$ cat config.mk
export PLATFORM = sky130hd
export DESIGN_NAME = svm_ctrl
export DESIGN_NICKNAME = d
export VERILOG_FILES = /design/src/hdl/svm_pkg.sv /design/src/hdl/svm_settle.sv /design/src/hdl/svm_ctrl.sv
export SDC_FILE = /design/constraint.sdc
export NUM_CORES = 1
export LEC_CHECK = 0
export ABC_CLOCK_PERIOD_IN_PS = 4650
export BUFFER_PORTS_ARGS = -buffer_cell sky130_fd_sc_hd__buf_2
export CAP_MARGIN = 30
export CORE_ASPECT_RATIO = 1.4
export CORE_UTILIZATION = 40
export DETAILED_ROUTE_END_ITERATION = 6
export HOLD_SLACK_MARGIN = 0.12
export PLACE_DENSITY_LB_ADDON = 0.15
export RECOVER_POWER = 100
export SYNTH_ARGS = -nofsm -noshare
export SYNTH_HDL_FRONTEND = slang
export SYNTH_SLANG_ARGS = --single-unit
$ cat constraint.sdc
create_clock -name clk_i -period 4.65 [get_ports clk_i]
set_clock_uncertainty 0.05 [all_clocks]
set_input_delay 1.395 -clock clk_i [delete_from_list [all_inputs] [get_ports clk_i]]
set_output_delay 1.395 -clock clk_i [all_outputs]
set_load 0.05 [all_outputs]
$ cat src/hdl/svm_pkg.sv
// package: constants, register map and types of the supply voltage monitor control
package svm_pkg;
  // wishbone word offsets (byte addresses)
  localparam logic [7:0] ADDR_CTRL = 8'h00;
  localparam logic [7:0] ADDR_IRQ_CTRL = 8'h04;
  localparam logic [7:0] ADDR_PRIO_TWO = 8'h08;
  localparam logic [7:0] ADDR_EN_TWO = 8'h0C;
  localparam logic [7:0] ADDR_REQ_TWO = 8'h10;
  localparam logic [7:0] ADDR_IRQ_STATUS = 8'h14;
  localparam logic [7:0] ADDR_IRQ_MASK = 8'h18;
  // control register fields
  localparam int CTRL_DIR_BIT = 7;
  localparam int CTRL_BGAP_BIT = 6;
  localparam int CTRL_RSTABLE_BIT = 5;
  localparam int CTRL_EN_BIT = 4;
  localparam int LEVEL_MSB = 3;
  localparam logic [3:0] LEVEL_EXTERNAL = 4'hF;
  localparam int EVENT_BIT = 2;
  localparam int GIE_BIT = 7;
  // status/mask bits of the wrapper interrupt block
  localparam int ST_EVENT = 0;
  localparam int ST_STABLE = 1;
  localparam int ST_WAKE = 2;
  localparam int ST_W = 3;
  // reset values
  localparam logic [7:0] CTRL_RESET = 8'h00;
  localparam logic [7:0] REG_RESET = 8'h00;
  // settle interval, counted in cycles of the 50 MHz core clock
  localparam int CLK_MHZ = 50;
  localparam int SETTLE_US = 20;
  localparam int SETTLE_CYCLES = SETTLE_US * CLK_MHZ;
  localparam int SETTLE_W = 16;

  typedef struct packed {
    logic cyc;
    logic stb;
    logic we;
    logic [7:0] adr;
    logic [3:0] sel;
    logic [31:0] dat;
  } svm_wb_req_t;

  typedef struct packed {
    logic ack;
    logic [31:0] dat;
  } svm_wb_rsp_t;

  typedef enum logic [1:0] {
    SVM_OFF,
    SVM_SETTLE,
    SVM_ARMED
  } svm_state_t;
endpackage : svm_pkg

$ cat src/hdl/svm_settle.sv
// settle timer: holds the reference-stable flag clear for a fixed interval after enable
`timescale 1ns/1ps
module svm_settle (
  input wire logic clk_i,
  input wire logic rst_i,
  input wire logic enable_i,
  input wire logic [svm_pkg::SETTLE_W-1:0] cycles_i,
  output logic stable_o
);
  import svm_pkg::*;

  svm_state_t state_q, state_d;
  logic [SETTLE_W-1:0] cnt_q, cnt_d;

  always_comb begin
    state_d = state_q;
    cnt_d = cnt_q;
    case (state_q)
      SVM_OFF: begin
        cnt_d = '0;
        if (enable_i) begin
          state_d = SVM_SETTLE;
        end
      end
      SVM_SETTLE: begin
        // each enabling restarts the full interval
        if (!enable_i) begin
          state_d = SVM_OFF;
        end else if (cnt_q >= cycles_i - SETTLE_W'(1)) begin
          state_d = SVM_ARMED;
        end else begin
          cnt_d = cnt_q + SETTLE_W'(1);
        end
      end
      SVM_ARMED: begin
        if (!enable_i) begin
          state_d = SVM_OFF;
        end
      end
      default: state_d = SVM_OFF;
    endcase
  end

  always_ff @(posedge clk_i) begin
    if (rst_i) begin
      state_q <= SVM_OFF;
      cnt_q <= '0;
    end else begin
      state_q <= state_d;
      cnt_q <= cnt_d;
    end
  end

  assign stable_o = (state_q == SVM_ARMED);
endmodule : svm_settle

$ cat src/hdl/svm_ctrl.sv
// supply voltage monitor control: registers, event flag, interrupt and wake logic
//
// Our own choices: the Wishbone register port and the address map.
`timescale 1ns/1ps

// Summary of operation
// - The analog monitor is powered only while the enable bit 4 of the control register is set.
// - After every enabling the reference-stable flag at bit 5 stays clear until settling ends.
// - No event flag is set while the reference-stable flag is clear.
// - Direction bit 7 clear detects falling below the trip point, set detects rising above.
// - A comparator crossing in the chosen direction sets the voltage event flag.
// - Control bits 3:0 choose one of 16 trip levels for the comparator.
// - Level code 1111 routes the comparator input from the external trip input pin.
// - Event flag is request-two bit 2, its enable is enable-two bit 2, global enable bit 7.
// - Settling is timed by counting core clock cycles; excursions meanwhile may be missed.
// - While enabled the monitor runs in sleep and a crossing sets the flag and wakes the device.
// - On such a wake the core vectors only if interrupts are globally enabled.
// - Any reset returns all monitor registers to reset, leaving the monitor disabled.
// - Bandgap-stable bit 6 reads one when the bandgap references are stable.
module svm_ctrl #(
  parameter int SETTLE_CYCLES_P = svm_pkg::SETTLE_CYCLES
) (
  input wire logic clk_i,
  input wire logic rst_i,
  input wire svm_pkg::svm_wb_req_t wb_req_i,
  output svm_pkg::svm_wb_rsp_t wb_rsp_o,
  input wire logic cmp_above_i,
  input wire logic bandgap_stable_i,
  input wire logic sleep_i,
  output logic monitor_power_o,
  output logic [3:0] trip_level_select_o,
  output logic external_trip_input_sel_o,
  output logic voltage_event_irq_o,
  output logic voltage_event_priority_o,
  output logic wake_o,
  output logic vector_o,
  output logic irq_o
);
  import svm_pkg::*;

  // -----------------------------------------------------------------
  // registers
  // -----------------------------------------------------------------
  logic [7:0] ctrl_q, ctrl_d;
  logic [7:0] gctl_q, gctl_d;
  logic [7:0] prio2_q, prio2_d;
  logic [7:0] pen2_q, pen2_d;
  logic [7:0] preq2_q, preq2_d;
  logic [ST_W-1:0] ist_q, ist_d;
  logic [ST_W-1:0] imask_q, imask_d;
  logic ack_q, ack_d;
  logic [31:0] rdat_q, rdat_d;
  logic cmp_prev_q, cmp_prev_d;
  logic stable_prev_q, stable_prev_d;
  logic wake_q, wake_d;
  logic vector_q, vector_d;

  logic stable;
  logic monitor_enable;
  logic direction_select;
  logic crossing;
  logic event_set;
  logic wr_stb;
  logic rd_stb;
  logic [7:0] wbyte;
  logic [7:0] ctrl_view;

  // byte lane 0 only carries data; other lanes ignored
  function automatic logic [7:0] lane0(input svm_wb_req_t r, input logic [7:0] old);
    lane0 = r.sel[0] ? r.dat[7:0] : old;
  endfunction : lane0

  function automatic logic [31:0] zext8(input logic [7:0] v);
    zext8 = {24'h000000, v};
  endfunction : zext8

  // -----------------------------------------------------------------
  // settle timer
  // -----------------------------------------------------------------
  svm_settle u_settle (
    .clk_i(clk_i),
    .rst_i(rst_i),
    .enable_i(monitor_enable),
    .cycles_i(SETTLE_W'(SETTLE_CYCLES_P)),
    .stable_o(stable)
  );

  assign monitor_enable = ctrl_q[CTRL_EN_BIT];
  assign direction_select = ctrl_q[CTRL_DIR_BIT];
  assign monitor_power_o = monitor_enable;
  assign trip_level_select_o = ctrl_q[LEVEL_MSB:0];
  assign external_trip_input_sel_o = (ctrl_q[LEVEL_MSB:0] == LEVEL_EXTERNAL);

  // status bits live on the read path, not in the stored byte
  always_comb begin
    ctrl_view = ctrl_q;
    ctrl_view[CTRL_RSTABLE_BIT] = stable;
    ctrl_view[CTRL_BGAP_BIT] = bandgap_stable_i;
  end

  // -----------------------------------------------------------------
  // crossing detect
  // -----------------------------------------------------------------
  // edge of comparator in chosen sense; the clock keeps running in sleep
  assign crossing = direction_select ? (cmp_above_i & ~cmp_prev_q)
                                     : (~cmp_above_i & cmp_prev_q);
  // no events until stable
  assign event_set = monitor_enable & stable & stable_prev_q & crossing;

  assign wr_stb = wb_req_i.cyc & wb_req_i.stb & wb_req_i.we & ~ack_q;
  assign rd_stb = wb_req_i.cyc & wb_req_i.stb & ~wb_req_i.we & ~ack_q;

  always_comb begin
    ctrl_d = ctrl_q;
    gctl_d = gctl_q;
    prio2_d = prio2_q;
    pen2_d = pen2_q;
    preq2_d = preq2_q;
    ist_d = ist_q;
    imask_d = imask_q;
    ack_d = 1'b0;
    rdat_d = rdat_q;
    wake_d = 1'b0;
    vector_d = 1'b0;
    cmp_prev_d = cmp_above_i;
    stable_prev_d = stable;
    wbyte = 8'h00;

    // -----------------------------------------------------------------
    // register writes
    // -----------------------------------------------------------------
    if (wr_stb) begin
      ack_d = 1'b1;
      case (wb_req_i.adr)
        ADDR_CTRL: begin
          wbyte = lane0(wb_req_i, ctrl_q);
          // bits 6 and 5 read-only
          ctrl_d = {wbyte[CTRL_DIR_BIT], 2'b00, wbyte[CTRL_EN_BIT:0]};
        end
        ADDR_IRQ_CTRL: gctl_d = lane0(wb_req_i, gctl_q);
        ADDR_PRIO_TWO: prio2_d = lane0(wb_req_i, prio2_q);
        ADDR_EN_TWO: pen2_d = lane0(wb_req_i, pen2_q);
        ADDR_REQ_TWO: preq2_d = lane0(wb_req_i, preq2_q);
        ADDR_IRQ_STATUS: begin
          if (wb_req_i.sel[0]) begin
            ist_d = ist_q & ~wb_req_i.dat[ST_W-1:0];
          end
        end
        ADDR_IRQ_MASK: begin
          if (wb_req_i.sel[0]) begin
            imask_d = wb_req_i.dat[ST_W-1:0];
          end
        end
        default: ack_d = 1'b1;
      endcase
    end

    // -----------------------------------------------------------------
    // reads
    // -----------------------------------------------------------------
    if (rd_stb) begin
      ack_d = 1'b1;
      case (wb_req_i.adr)
        ADDR_CTRL: rdat_d = zext8(ctrl_view);
        ADDR_IRQ_CTRL: rdat_d = zext8(gctl_q);
        ADDR_PRIO_TWO: rdat_d = zext8(prio2_q);
        ADDR_EN_TWO: rdat_d = zext8(pen2_q);
        ADDR_REQ_TWO: rdat_d = zext8(preq2_q);
        ADDR_IRQ_STATUS: rdat_d = {29'h00000000, ist_q};
        ADDR_IRQ_MASK: rdat_d = {29'h00000000, imask_q};
        default: rdat_d = 32'h00000000;
      endcase
    end

    // -----------------------------------------------------------------
    // events: set wins over a same-cycle clear
    // -----------------------------------------------------------------
    if (event_set) begin
      preq2_d[EVENT_BIT] = 1'b1;
      ist_d[ST_EVENT] = 1'b1;
      if (sleep_i) begin
        wake_d = 1'b1;
        vector_d = gctl_q[GIE_BIT] & pen2_q[EVENT_BIT];
        ist_d[ST_WAKE] = 1'b1;
      end
    end
    if (stable & ~stable_prev_q) begin
      ist_d[ST_STABLE] = 1'b1;
    end
  end

  always_ff @(posedge clk_i) begin
    if (rst_i) begin
      ctrl_q <= CTRL_RESET;
      gctl_q <= REG_RESET;
      prio2_q <= REG_RESET;
      pen2_q <= REG_RESET;
      preq2_q <= REG_RESET;
      ist_q <= '0;
      imask_q <= '0;
      ack_q <= 1'b0;
      rdat_q <= 32'h00000000;
      cmp_prev_q <= 1'b0;
      stable_prev_q <= 1'b0;
      wake_q <= 1'b0;
      vector_q <= 1'b0;
    end else begin
      ctrl_q <= ctrl_d;
      gctl_q <= gctl_d;
      prio2_q <= prio2_d;
      pen2_q <= pen2_d;
      preq2_q <= preq2_d;
      ist_q <= ist_d;
      imask_q <= imask_d;
      ack_q <= ack_d;
      rdat_q <= rdat_d;
      cmp_prev_q <= cmp_prev_d;
      stable_prev_q <= stable_prev_d;
      wake_q <= wake_d;
      vector_q <= vector_d;
    end
  end

  // -----------------------------------------------------------------
  // outputs
  // -----------------------------------------------------------------
  always_comb begin
    wb_rsp_o.ack = ack_q;
    wb_rsp_o.dat = rdat_q;
  end

  // core interrupt request: flag, its enable and global enable
  assign voltage_event_irq_o = preq2_q[EVENT_BIT] & pen2_q[EVENT_BIT] & gctl_q[GIE_BIT];
  assign voltage_event_priority_o = prio2_q[EVENT_BIT];
  assign wake_o = wake_q;
  assign vector_o = vector_q;
  assign irq_o = |(ist_q & imask_q);
endmodule : svm_ctrl

==> impl_metrics.ini, run 1 <==
[critical_path]
startpoint_type = primary input
r2r_start = ack_q$_SDFF_PP0_
r2r-end = ctrl_q[3]$_SDFFE_PP0P_
worstPathArrival_ns = 3.81
required_ns = 4.78
cp_max_fo = 25
cp-end-kind = flop
worstRegToRegCells = 6
r2r_slack_ns = 2.42
criticalPathCategory = in -> reg

[global_route]
grt_max_degree = 36
grt.overflow.total = 0
track_usage = 0.193
antenna_found_initial = 0
grt_pass1_wl_um = 13100
grt_pass1_vias = 2638

[routing]
routed_wl_um = 8090
drt_iter0_markers = 141
drtPass1Iterations = 4
wl_per_cell_um = 15.2
drcViolationCount = 0
vias = 2818
final_antenna_net_count = 0
vias_per_cell = 5.29

[yosys]
synth_top_family_by_area = simple AND/OR/NAND/NOR gates
synth_mux_area_frac = 0.151
synth_flop_cell = dfxtp_1
async_flop_share = 0
ys.warnings.count = 0
seq_area_frac_synth = 0.424
synth_cell_types = 53
synth-simple-area-share = 0.219
syn-cell-area_sq_um = 3540
avgSynthCellArea_sq_um = 9.06
synthCells = 391
synth_edf_count = 0
synth_compound_area_frac = 0.110
yosys.area_share.xor_xnor = 0
synthAdderAreaFrac = 0.00353
yosys_register_bits = 75

[worst_hold_path]
min_from = rdat_q[4]$_SDFFE_PP0P_
hold-path-endpoint = rdat_q[4]$_SDFFE_PP0P_
hold_class = reg -> reg
whs_path_depth = 2

[sta]
holdWs_ns = 0.404
finalHoldViolCount = 0
fmax_ghz = 0.272
relSlewSlack = -0.0821
rsz0062_at_grt = no
fin_crit_sh = 0.790
setup-tns-final_ns = 0
drv_slew = 62
setup_viol = 0
tightest_slew_ns = 1.62
finalCriticalPeriod_ns = 3.68

[layout]
layout-drive-gt1-share = 0.119
final_nets = 477
n_fill_cell = 880
area_delta_synth_final_pct = 12.7
n_antenna_cell = 0
layout_common_cells = dfxtp_1 (75), mux2i_1 (49), nor2_1 (45), nand2_1 (30)
final_common_cell = dfxtp_1

[pwr]
peakVddDrop_mv = 0.223
leakage_nw = 1.69
power_mw = 1.46
cellPowerDensity_nw_per_um2 = 367

[clock_tree]
clockBufferDepth = 2
root_buffer = clkbuf_16
postCtsHoldBufs = 0
cts.repair.resized = 0
cts_buffers = 9
clk_pin_slew_ns = 0.06
clk_latency_ns = 0.34
post_cts_buffers = 0
clock-sinks = 75
ctsHtreeMaxLevel = 3
cts_tree = done

[placed_design]
gp_congestion = 0.879
dp.final_hpwl_um = 5720
portBuffers = 44

[floorplan]
die_area_sq_um = 9240
die_w_um = 81.5
die_h_um = 113
initial_core_util = 0.411
io_pins = 96
coreArea_sq_um = 8610
rows = 40

[run_status]
status = finished, violations left
violations = max-capacitance violations, max-slew violations

[flow_run]
maxCapViolCount = 2
[cell families (layout without fill, tap and decap cells)]
logic type | count (synthesis) | after routing
multiplexers | 51 | 51
buffers and inverters | 54 | 68
AO/OA/AOI/OAI | 63 | 63
AND/OR/NAND/NOR | 146 | 146
adder cells (fa/ha/maj) | 1 | 1
flip-flops | 75 | 75
other | 1 | 24
[stage by stage]
| step | cell area, sq um | instances | utilization | setup WS [ns] |
|---|---|---|---|---|
| final | 3990 | 533 | 0.463 | 0.974 |
| after global routing | 3990 | 533 | 0.463 | 0.796 |
| after CTS | 4020 | 533 | 0.467 | 1.56 |
| after detailed placement | 3710 | 518 | 0.431 | 1.19 |
| after global placement | 3710 | 518 | 0.431 | 1.18 |
| after floorplan | 3630 | 414 | - | 1.79 |
[where the power goes]
part / leakage [nW] / switching (mW) / internal, mW
sequential: 0.604 / 0.000319 / 0.644
clock: 0.155 / 0.256 / 0.471
combinational: 0.936 / 0.0766 / 0.0169
total: 1.69 / 0.332 / 1.13
[layer usage]
layer,global-route usage,wire length [um],vias to the layer above
li1,-,-,1402
met3,0.0556,422,13
met1,0.216,3350,1326
met2,0.321,4110,77
met4,0.110,213,0
met5,0,0,-
[registers in the layout, indices dropped and copies added (netlist names)]
name and cells:
u_settle.state_q 2, preq2_q 8, u_settle.cnt_q 16, stable_prev_q 1, wake_o 1, pen2_q 8
prio2_q 8, ack_q 1, imask_q 3, ctrl_q 6, vector_o 1, rdat_q 8
ist_q 3, cmp_prev_q 1, gctl_q 8
[synth_stat cells (3+ instances only)]
cell type,n,area (sq um)
mux2i_1,49,490
and3_1,6,37.5
a21oi_1,18,90.1
dfxtp_1,75,1500
nand2b_1,4,25.0
and2_1,5,31.3
a31oi_1,3,18.8
buf_2,8,40.0
clkbuf_1,11,41.3
nor2b_1,8,50.1
o21ai_0,16,80.1
nand2_1,30,113
buf_4,29,218
nand4_1,8,50.1
nand3_1,11,55.1
nor3_1,5,25.0
o22ai_1,6,37.5
nor2_1,45,169
inv_1,5,18.8
a22oi_1,7,52.6
or3_1,3,18.8
[cell type report]
| cell class | count | area (sq um) | area share |
|---|---|---|---|
| clock buffers | 14 | 284 | 0.0712 |
| multi-input cells | 285 | 1800 | 0.452 |
| repair buffers | 48 | 219 | 0.0549 |
| flip-flops and latches | 75 | 1500 | 0.376 |
| clock inverters | 1 | 30.0 | 0.00753 |
| inverters | 5 | 18.8 | 0.00471 |
| well taps | 105 | 131 | 0.0329 |
[worst max-delay path: stages]
cell      delay (ns)
clkbuf_1        1.15
nor2b_1         0.23
and3_1          0.26
buf_4           0.18
nand2_1         0.28
mux2i_1         0.22
a21oi_1         0.07
[worst max path at each step]
| stage | start | endpoint | slack (ns) | cells past startpoint |
|---|---|---|---|---|
| 3_3_place_gp | wb_req_i[40] | gctl_q[7]$_SDFFE_PP0P_ | 1.18 | 5 |
| 4_1_cts | wb_req_i[40] | gctl_q[0]$_SDFFE_PP0P_ | 1.56 | 5 |
| 6_report | wb_req_i[39] | preq2_q[2]$_SDFFE_PP0P_ | 0.97 | 7 |
| 3_5_place_dp | wb_req_i[40] | gctl_q[0]$_SDFFE_PP0P_ | 1.19 | 5 |
| 2_1_floorplan | wb_req_i[40] | gctl_q[7]$_SDFFE_PP0P_ | 1.79 | 6 |
| 5_1_grt | wb_req_i[39] | pen2_q[5]$_SDFFE_PP0P_ | 0.80 | 4 |
Note: power is estimated with default switching activity, not from simulation.
==> run 2: changes to the inputs <==
ABC_AREA = 1   (was default)
ABC_CLOCK_PERIOD_IN_PS = 3200   (was 4650)
clock period = 3.2 ns   (was 4.65 ns; I/O delays follow)
==> run 2 against run 1 <==
- the run now ends clean
- utilization is 0.82 points lower
- hold slack worse by 0.013 ns
- clock power is 42% higher
- final cell count is 26% higher
- total power is 44% higher
- global-route usage is 0.17 points higher
- non-clock buffer count is 2 higher
- die area is 3.8% higher
==> impl_metrics.ini, run 2 <==
[layout]
final_common_cell = nor2_1
largest_register_ffs = 16
layout-drive-gt1-share = 0.0979
layout_common_cells = nor2_1 (86), nand2_1 (76), dfxtp_1 (75), nand3_1 (58), inv_1 (53)
final_cell_area_sq_um = 4090
final_nets = 610
stdcell_count = 669
area_delta_synth_final_pct = 11.1
n_antenna_cell = 0
top_register = u_settle.cnt_q

[yosys]
synthCells = 517
yosys_register_bits = 75
async_flop_share = 0
synth_edf_count = 0
ys_top_cells_by_count = nor2_1 (83), dfxtp_1 (75), nand2_1 (75), nand3_1 (58), o21ai_0 (49)
synth_top_area_share = 0.408
synth_flop_cell = dfxtp_1
seq_area_frac_synth = 0.408
yosysTopAreaCell = dfxtp_1
avgSynthCellArea_sq_um = 7.11
syn-cell-area_sq_um = 3680
ys.warnings.count = 0
synth.area.top_cells = dfxtp_1 (41%), nor2_1 (8.5%), nand3_1 (7.9%)
synth_cell_types = 33
yosysMostFrequentCell = nor2_1

[pwr]
seqPwrFrac = 0.445
power_frac_comb = 0.067
cellPowerDensity_nw_per_um2 = 515
internal_power_mw = 1.60
peakVddDrop_mv = 0.345
leakage_nw = 1.74
switching_share = 0.239
clock_power_share = 0.488
p_sw_uw = 503

[critical_path]
cp_max_fo = 4
required_ns = 2.19
startpoint_type = flop
cp-end-kind = primary output
criticalPathCategory = reg -> out
worstPathArrival_ns = 1.56

[floorplan]
die_h_um = 115
initial_core_util = 0.410
die_area_sq_um = 9590
rows = 41
die_w_um = 83.0
coreArea_sq_um = 8980
io_pins = 96

[sta]
fin_crit_sh = 0.803
fmax_ghz = 0.389
setup_viol = 0
holdWs_ns = 0.390
rsz0062_at_grt = no
finalHoldViolCount = 0
tightest_slew_ns = 1.23
setup_slack_ns = 0.631
drv_slew = 0
relSlewSlack = 0.180
finalCriticalPeriod_ns = 2.57
setup-tns-final_ns = 0

[clock_tree]
ctsHtreeMaxLevel = 3
post_cts_buffers = 0
cts.repair.resized = 0
clk_latency_ns = 0.34
root_buffer = clkbuf_16
postCtsHoldBufs = 0
clk_pin_slew_ns = 0.06
cts_buffers = 9
clock-sinks = 75
cts_tree = done
clockBufferDepth = 2

[global_route]
grt_pass1_vias = 3079
antenna_found_initial = 0
grt_pass1_wl_um = 14600
grt.overflow.total = 0
track_usage = 0.195
grt_max_degree = 28

[placed_design]
place_area_sq_um = 3860
dp.final_hpwl_um = 6610
dp.cells = 653
portBuffers = 44
gp_congestion = 0.862
place_ws_ns = 0.578

[run_status]
status = completed

[routing]
vias_per_cell = 4.90
drtPass1Iterations = 4
drcViolationCount = 0
drt_iter0_markers = 148
final_antenna_net_count = 0
wl_per_cell_um = 13.4
routed_wl_um = 8950
vias = 3281

[worst_hold_path]
hold_class = reg -> reg

[flow_run]
maxCapViolCount = 0
==> run 2: changes by cell type in the layout (fill, tap and decap cells not counted), sizes merged, moves of 6 or more <==
cell,previous run,this run
a21oi,18,34
and2,7,0
and3,7,0
inv,5,56
mux2i,49,0
nand2,30,78
nand3,11,59
nand4,10,2
nor2,45,91
nor2b,8,0
nor3,6,13
o21ai,17,54
o22ai,6,0
==> run 2: critical path, cell delays in order, from the launching register on <==
cell and delay [ns]:
dfxtp_1 0.44, nand2_1 0.09, nor3_1 0.20, clkbuf_1 0.50
==> run 2: path summary, 6_finish.rpt <==
path	start	end	slack [ns]	cells after the start
setup reg to reg	ack_q$_SDFF_PP0_	preq2_q[2]$_SDFFE_PP0P_	1.45	7
hold reg to reg	u_settle.cnt_q[12]$_SDFFE_PP0P_	u_settle.cnt_q[12]$_SDFFE_PP0P_	0.39	2
setup / recovery	ctrl_q[3]$_SDFFE_PP0P_	external_trip_input_sel_o	0.63	3
hold / removal	u_settle.cnt_q[12]$_SDFFE_PP0P_	u_settle.cnt_q[12]$_SDFFE_PP0P_	0.39	2
==> run 2: routing by layer <==
metal  share of wire  vias up  track usage
li1                -     1697            -
met1            0.45     1515        0.223
met2            0.50       52        0.355
met3           0.025       17       0.0420
met4           0.023        0       0.0759
met5               0        -            0
==> run 2: through the flow <==
stage	util	total power, mW
6_report	0.455	2.10
5_1_grt	0.455	2.18
4_1_cts	0.464	2.14
3_5_place_dp	0.430	1.10
3_3_place_gp	0.430	1.10
2_1_floorplan	-	1.09
==> run 2: layout make-up <==
class                           count  area [sq um]
Timing Repair Buffer               50           225
Sequential cell                    75          1500
Multi-Input combinational cell    364          1710
Inverter                           57           214
Clock buffer                       12           256
Fill cell                         953          4890
Tap cell                          107           134
Clock inverter                      4          48.8
==> run 2: cell families after synthesis <==
| kind of cell | synth area share |
|---|---|
| AOI/OAI and AO/OA | 0.135 |
| xor gates and xnor gates | 0.00238 |
| adders and majority gates | 0.00340 |
| buffers and inverters | 0.141 |
| DFF | 0.408 |
| other | 0.00102 |
| and+or+nand+nor | 0.308 |
==> run 2: power by group through the flow <==
| stage | sequential, mW | clock (mW) | combinational (mW) |
|---|---|---|---|
| after floorplan | 0.956 | 0 | 0.131 |
| after global placement | 0.957 | 0 | 0.145 |
| after detailed placement | 0.957 | 0 | 0.146 |
| after CTS | 0.936 | 1.06 | 0.146 |
| after global routing | 0.936 | 1.09 | 0.150 |
| final | 0.936 | 1.03 | 0.140 |
==> run 3: changes to the inputs <==
ABC_CLOCK_PERIOD_IN_PS = 2700   (was 3200)
clock period = 2.7 ns   (was 3.2 ns; I/O delays follow)
==> run 3 against run 2 <==
- non-clock buffer count is 4 higher
- global-route usage is 0.052 points higher
- first-iteration DRC count down 8.8%
- sequential power up 19%
- final cell count is 0.60% higher
- critical path depth did not move
- clock power is 24% higher
- design area increased by 0.43%
- worst setup slack worse by 0.19 ns
- register-to-register slack got worse by 0.69 ns
- via count grew 0.79%
- total power grew 21%
- largest cell class unchanged
- largest power group unchanged
==> impl_metrics.ini, run 3 (synthesized netlist as in run 2, its figures left out) <==
[layout]
layout-drive-gt1-share = 0.106
n_fill_cell = 953
largest_register_ffs = 16
n_antenna_cell = 0
finish.utilization = 0.457
final_nets = 614
top_register = u_settle.cnt_q
area_delta_synth_final_pct = 11.6
final_common_cell = nor2_1
layout_common_cells = nor2_1 (85), nand2_1 (76), dfxtp_1 (75), nand3_1 (59), o21ai_0 (52)

[placed_design]
dp.final_hpwl_um = 6710
portBuffers = 44
gp_congestion = 0.816

[sta]
setup_viol = 0
fmax_ghz = 0.443
finalHoldViolCount = 0
setup-tns-final_ns = 0
relSlewSlack = 0.180
fin_crit_sh = 0.837
rsz0062_at_grt = no
finalCriticalPeriod_ns = 2.26
drv_slew = 0
tightest_slew_ns = 1.23

[floorplan]
die_w_um = 83.0
io_pins = 96
rows = 41
die_area_sq_um = 9590
initial_core_util = 0.410
coreArea_sq_um = 8980
die_h_um = 115

[critical_path]
cp_max_fo = 4
crit_path_cell_trace = nand2_1 > nor2_1 > clkbuf_1
cp-end-kind = primary output
startpoint_type = flop
cp_num_buf_inv = 1
crit_family = buffers and inverters
required_ns = 1.84
worstPathArrival_ns = 1.40
slowest_stage = clkbuf_1
worst_path_largest_cell_delay_ns = 0.48
criticalPathCategory = reg -> out

[pwr]
leakage_nw = 1.75
clock_power_share = 0.501
seqPwrFrac = 0.434
internal_power_mw = 1.97
power_mw = 2.56
cellPowerDensity_nw_per_um2 = 623
switching_share = 0.229
power_frac_comb = 0.065
peakVddDrop_mv = 0.340
p_sw_uw = 586

[global_route]
track_usage = 0.196
grt_pass1_wl_um = 14700
antenna_found_initial = 0
grt_max_degree = 28
grt_pass1_vias = 3066
grt.overflow.total = 0

[routing]
drt_iter0_markers = 135
final_antenna_net_count = 0
vias = 3307
drcViolationCount = 0
routed_wl_um = 8940
vias_per_cell = 4.91
drtPass1Iterations = 5
wl_per_cell_um = 13.3

[clock_tree]
clock-sinks = 75
postCtsHoldBufs = 0
cts_buffers = 9
ctsHtreeMaxLevel = 3
cts_tree = done
clockBufferDepth = 2
post_cts_buffers = 0
cts.repair.resized = 0
root_buffer = clkbuf_16
clk_latency_ns = 0.33
clk_pin_slew_ns = 0.06

[worst_hold_path]
hold_class = reg -> reg

[run_status]
status = completed

[flow_run]
maxCapViolCount = 0
==> run 3: final cells by class <==
class	count	area [sq um]	area share
Inverter	57	214	0.0521
Tap cell	107	134	0.0326
Clock inverter	4	73.8	0.0180
Multi-Input combinational cell	364	1680	0.409
Sequential cell	75	1500	0.366
Timing Repair Buffer	54	258	0.0628
Clock buffer	12	246	0.0601
==> run 3: worst register-to-register path, delay by kind of cell (launching register included) <==
| family | cells | cell delay, ns |
|---|---|---|
| AOI/OAI and AO/OA | 1 | 0.05 |
| DFF | 1 | 0.33 |
| and+or+nand+nor | 6 | 1.00 |
| buffers and inverters | 1 | 0.12 |
| adders and majority gates | 1 | 0.23 |
==> run 3: worst paths after layout <==
kind / from / to / slack (ns) / cells past startpoint
worst min-delay path: u_settle.cnt_q[12]$_SDFFE_PP0P_ / u_settle.cnt_q[12]$_SDFFE_PP0P_ / 0.39 / 2
worst min register to register: u_settle.cnt_q[12]$_SDFFE_PP0P_ / u_settle.cnt_q[12]$_SDFFE_PP0P_ / 0.39 / 2
worst max register to register: u_settle.cnt_q[0]$_SDFFE_PP0P_ / u_settle.cnt_q[1]$_SDFFE_PP0P_ / 0.76 / 9
worst max-delay path: pen2_q[2]$_SDFFE_PP0P_ / voltage_event_irq_o / 0.44 / 3
==> run 3: metal layers <==
layer,up-vias,share of wire,track usage
met4,0,0.019,0.0690
met1,1522,0.44,0.223
met2,63,0.51,0.355
li1,1706,-,-
met5,-,0,0
met3,16,0.034,0.0499
==> run 3: power groups by stage <==
stage	Combinational [mW]	Clock (mW)	Sequential, mW
4_1_cts	0.173	1.31	1.11
3_3_place_gp	0.172	0	1.13
2_1_floorplan	0.155	0	1.13
5_1_grt	0.178	1.36	1.11
3_5_place_dp	0.173	0	1.13
6_report	0.166	1.28	1.11
==> run 3: through the flow <==
stage	cell area, sq um	hold WS [ns]	instances	worst slack (ns)
after floorplan	3760	0.365	540	0.384
after global placement	3890	0.382	657	0.294
after detailed placement	3890	0.387	657	0.263
after CTS	4210	0.396	673	0.477
after global routing	4100	0.422	673	0.231
final	4100	0.394	673	0.440
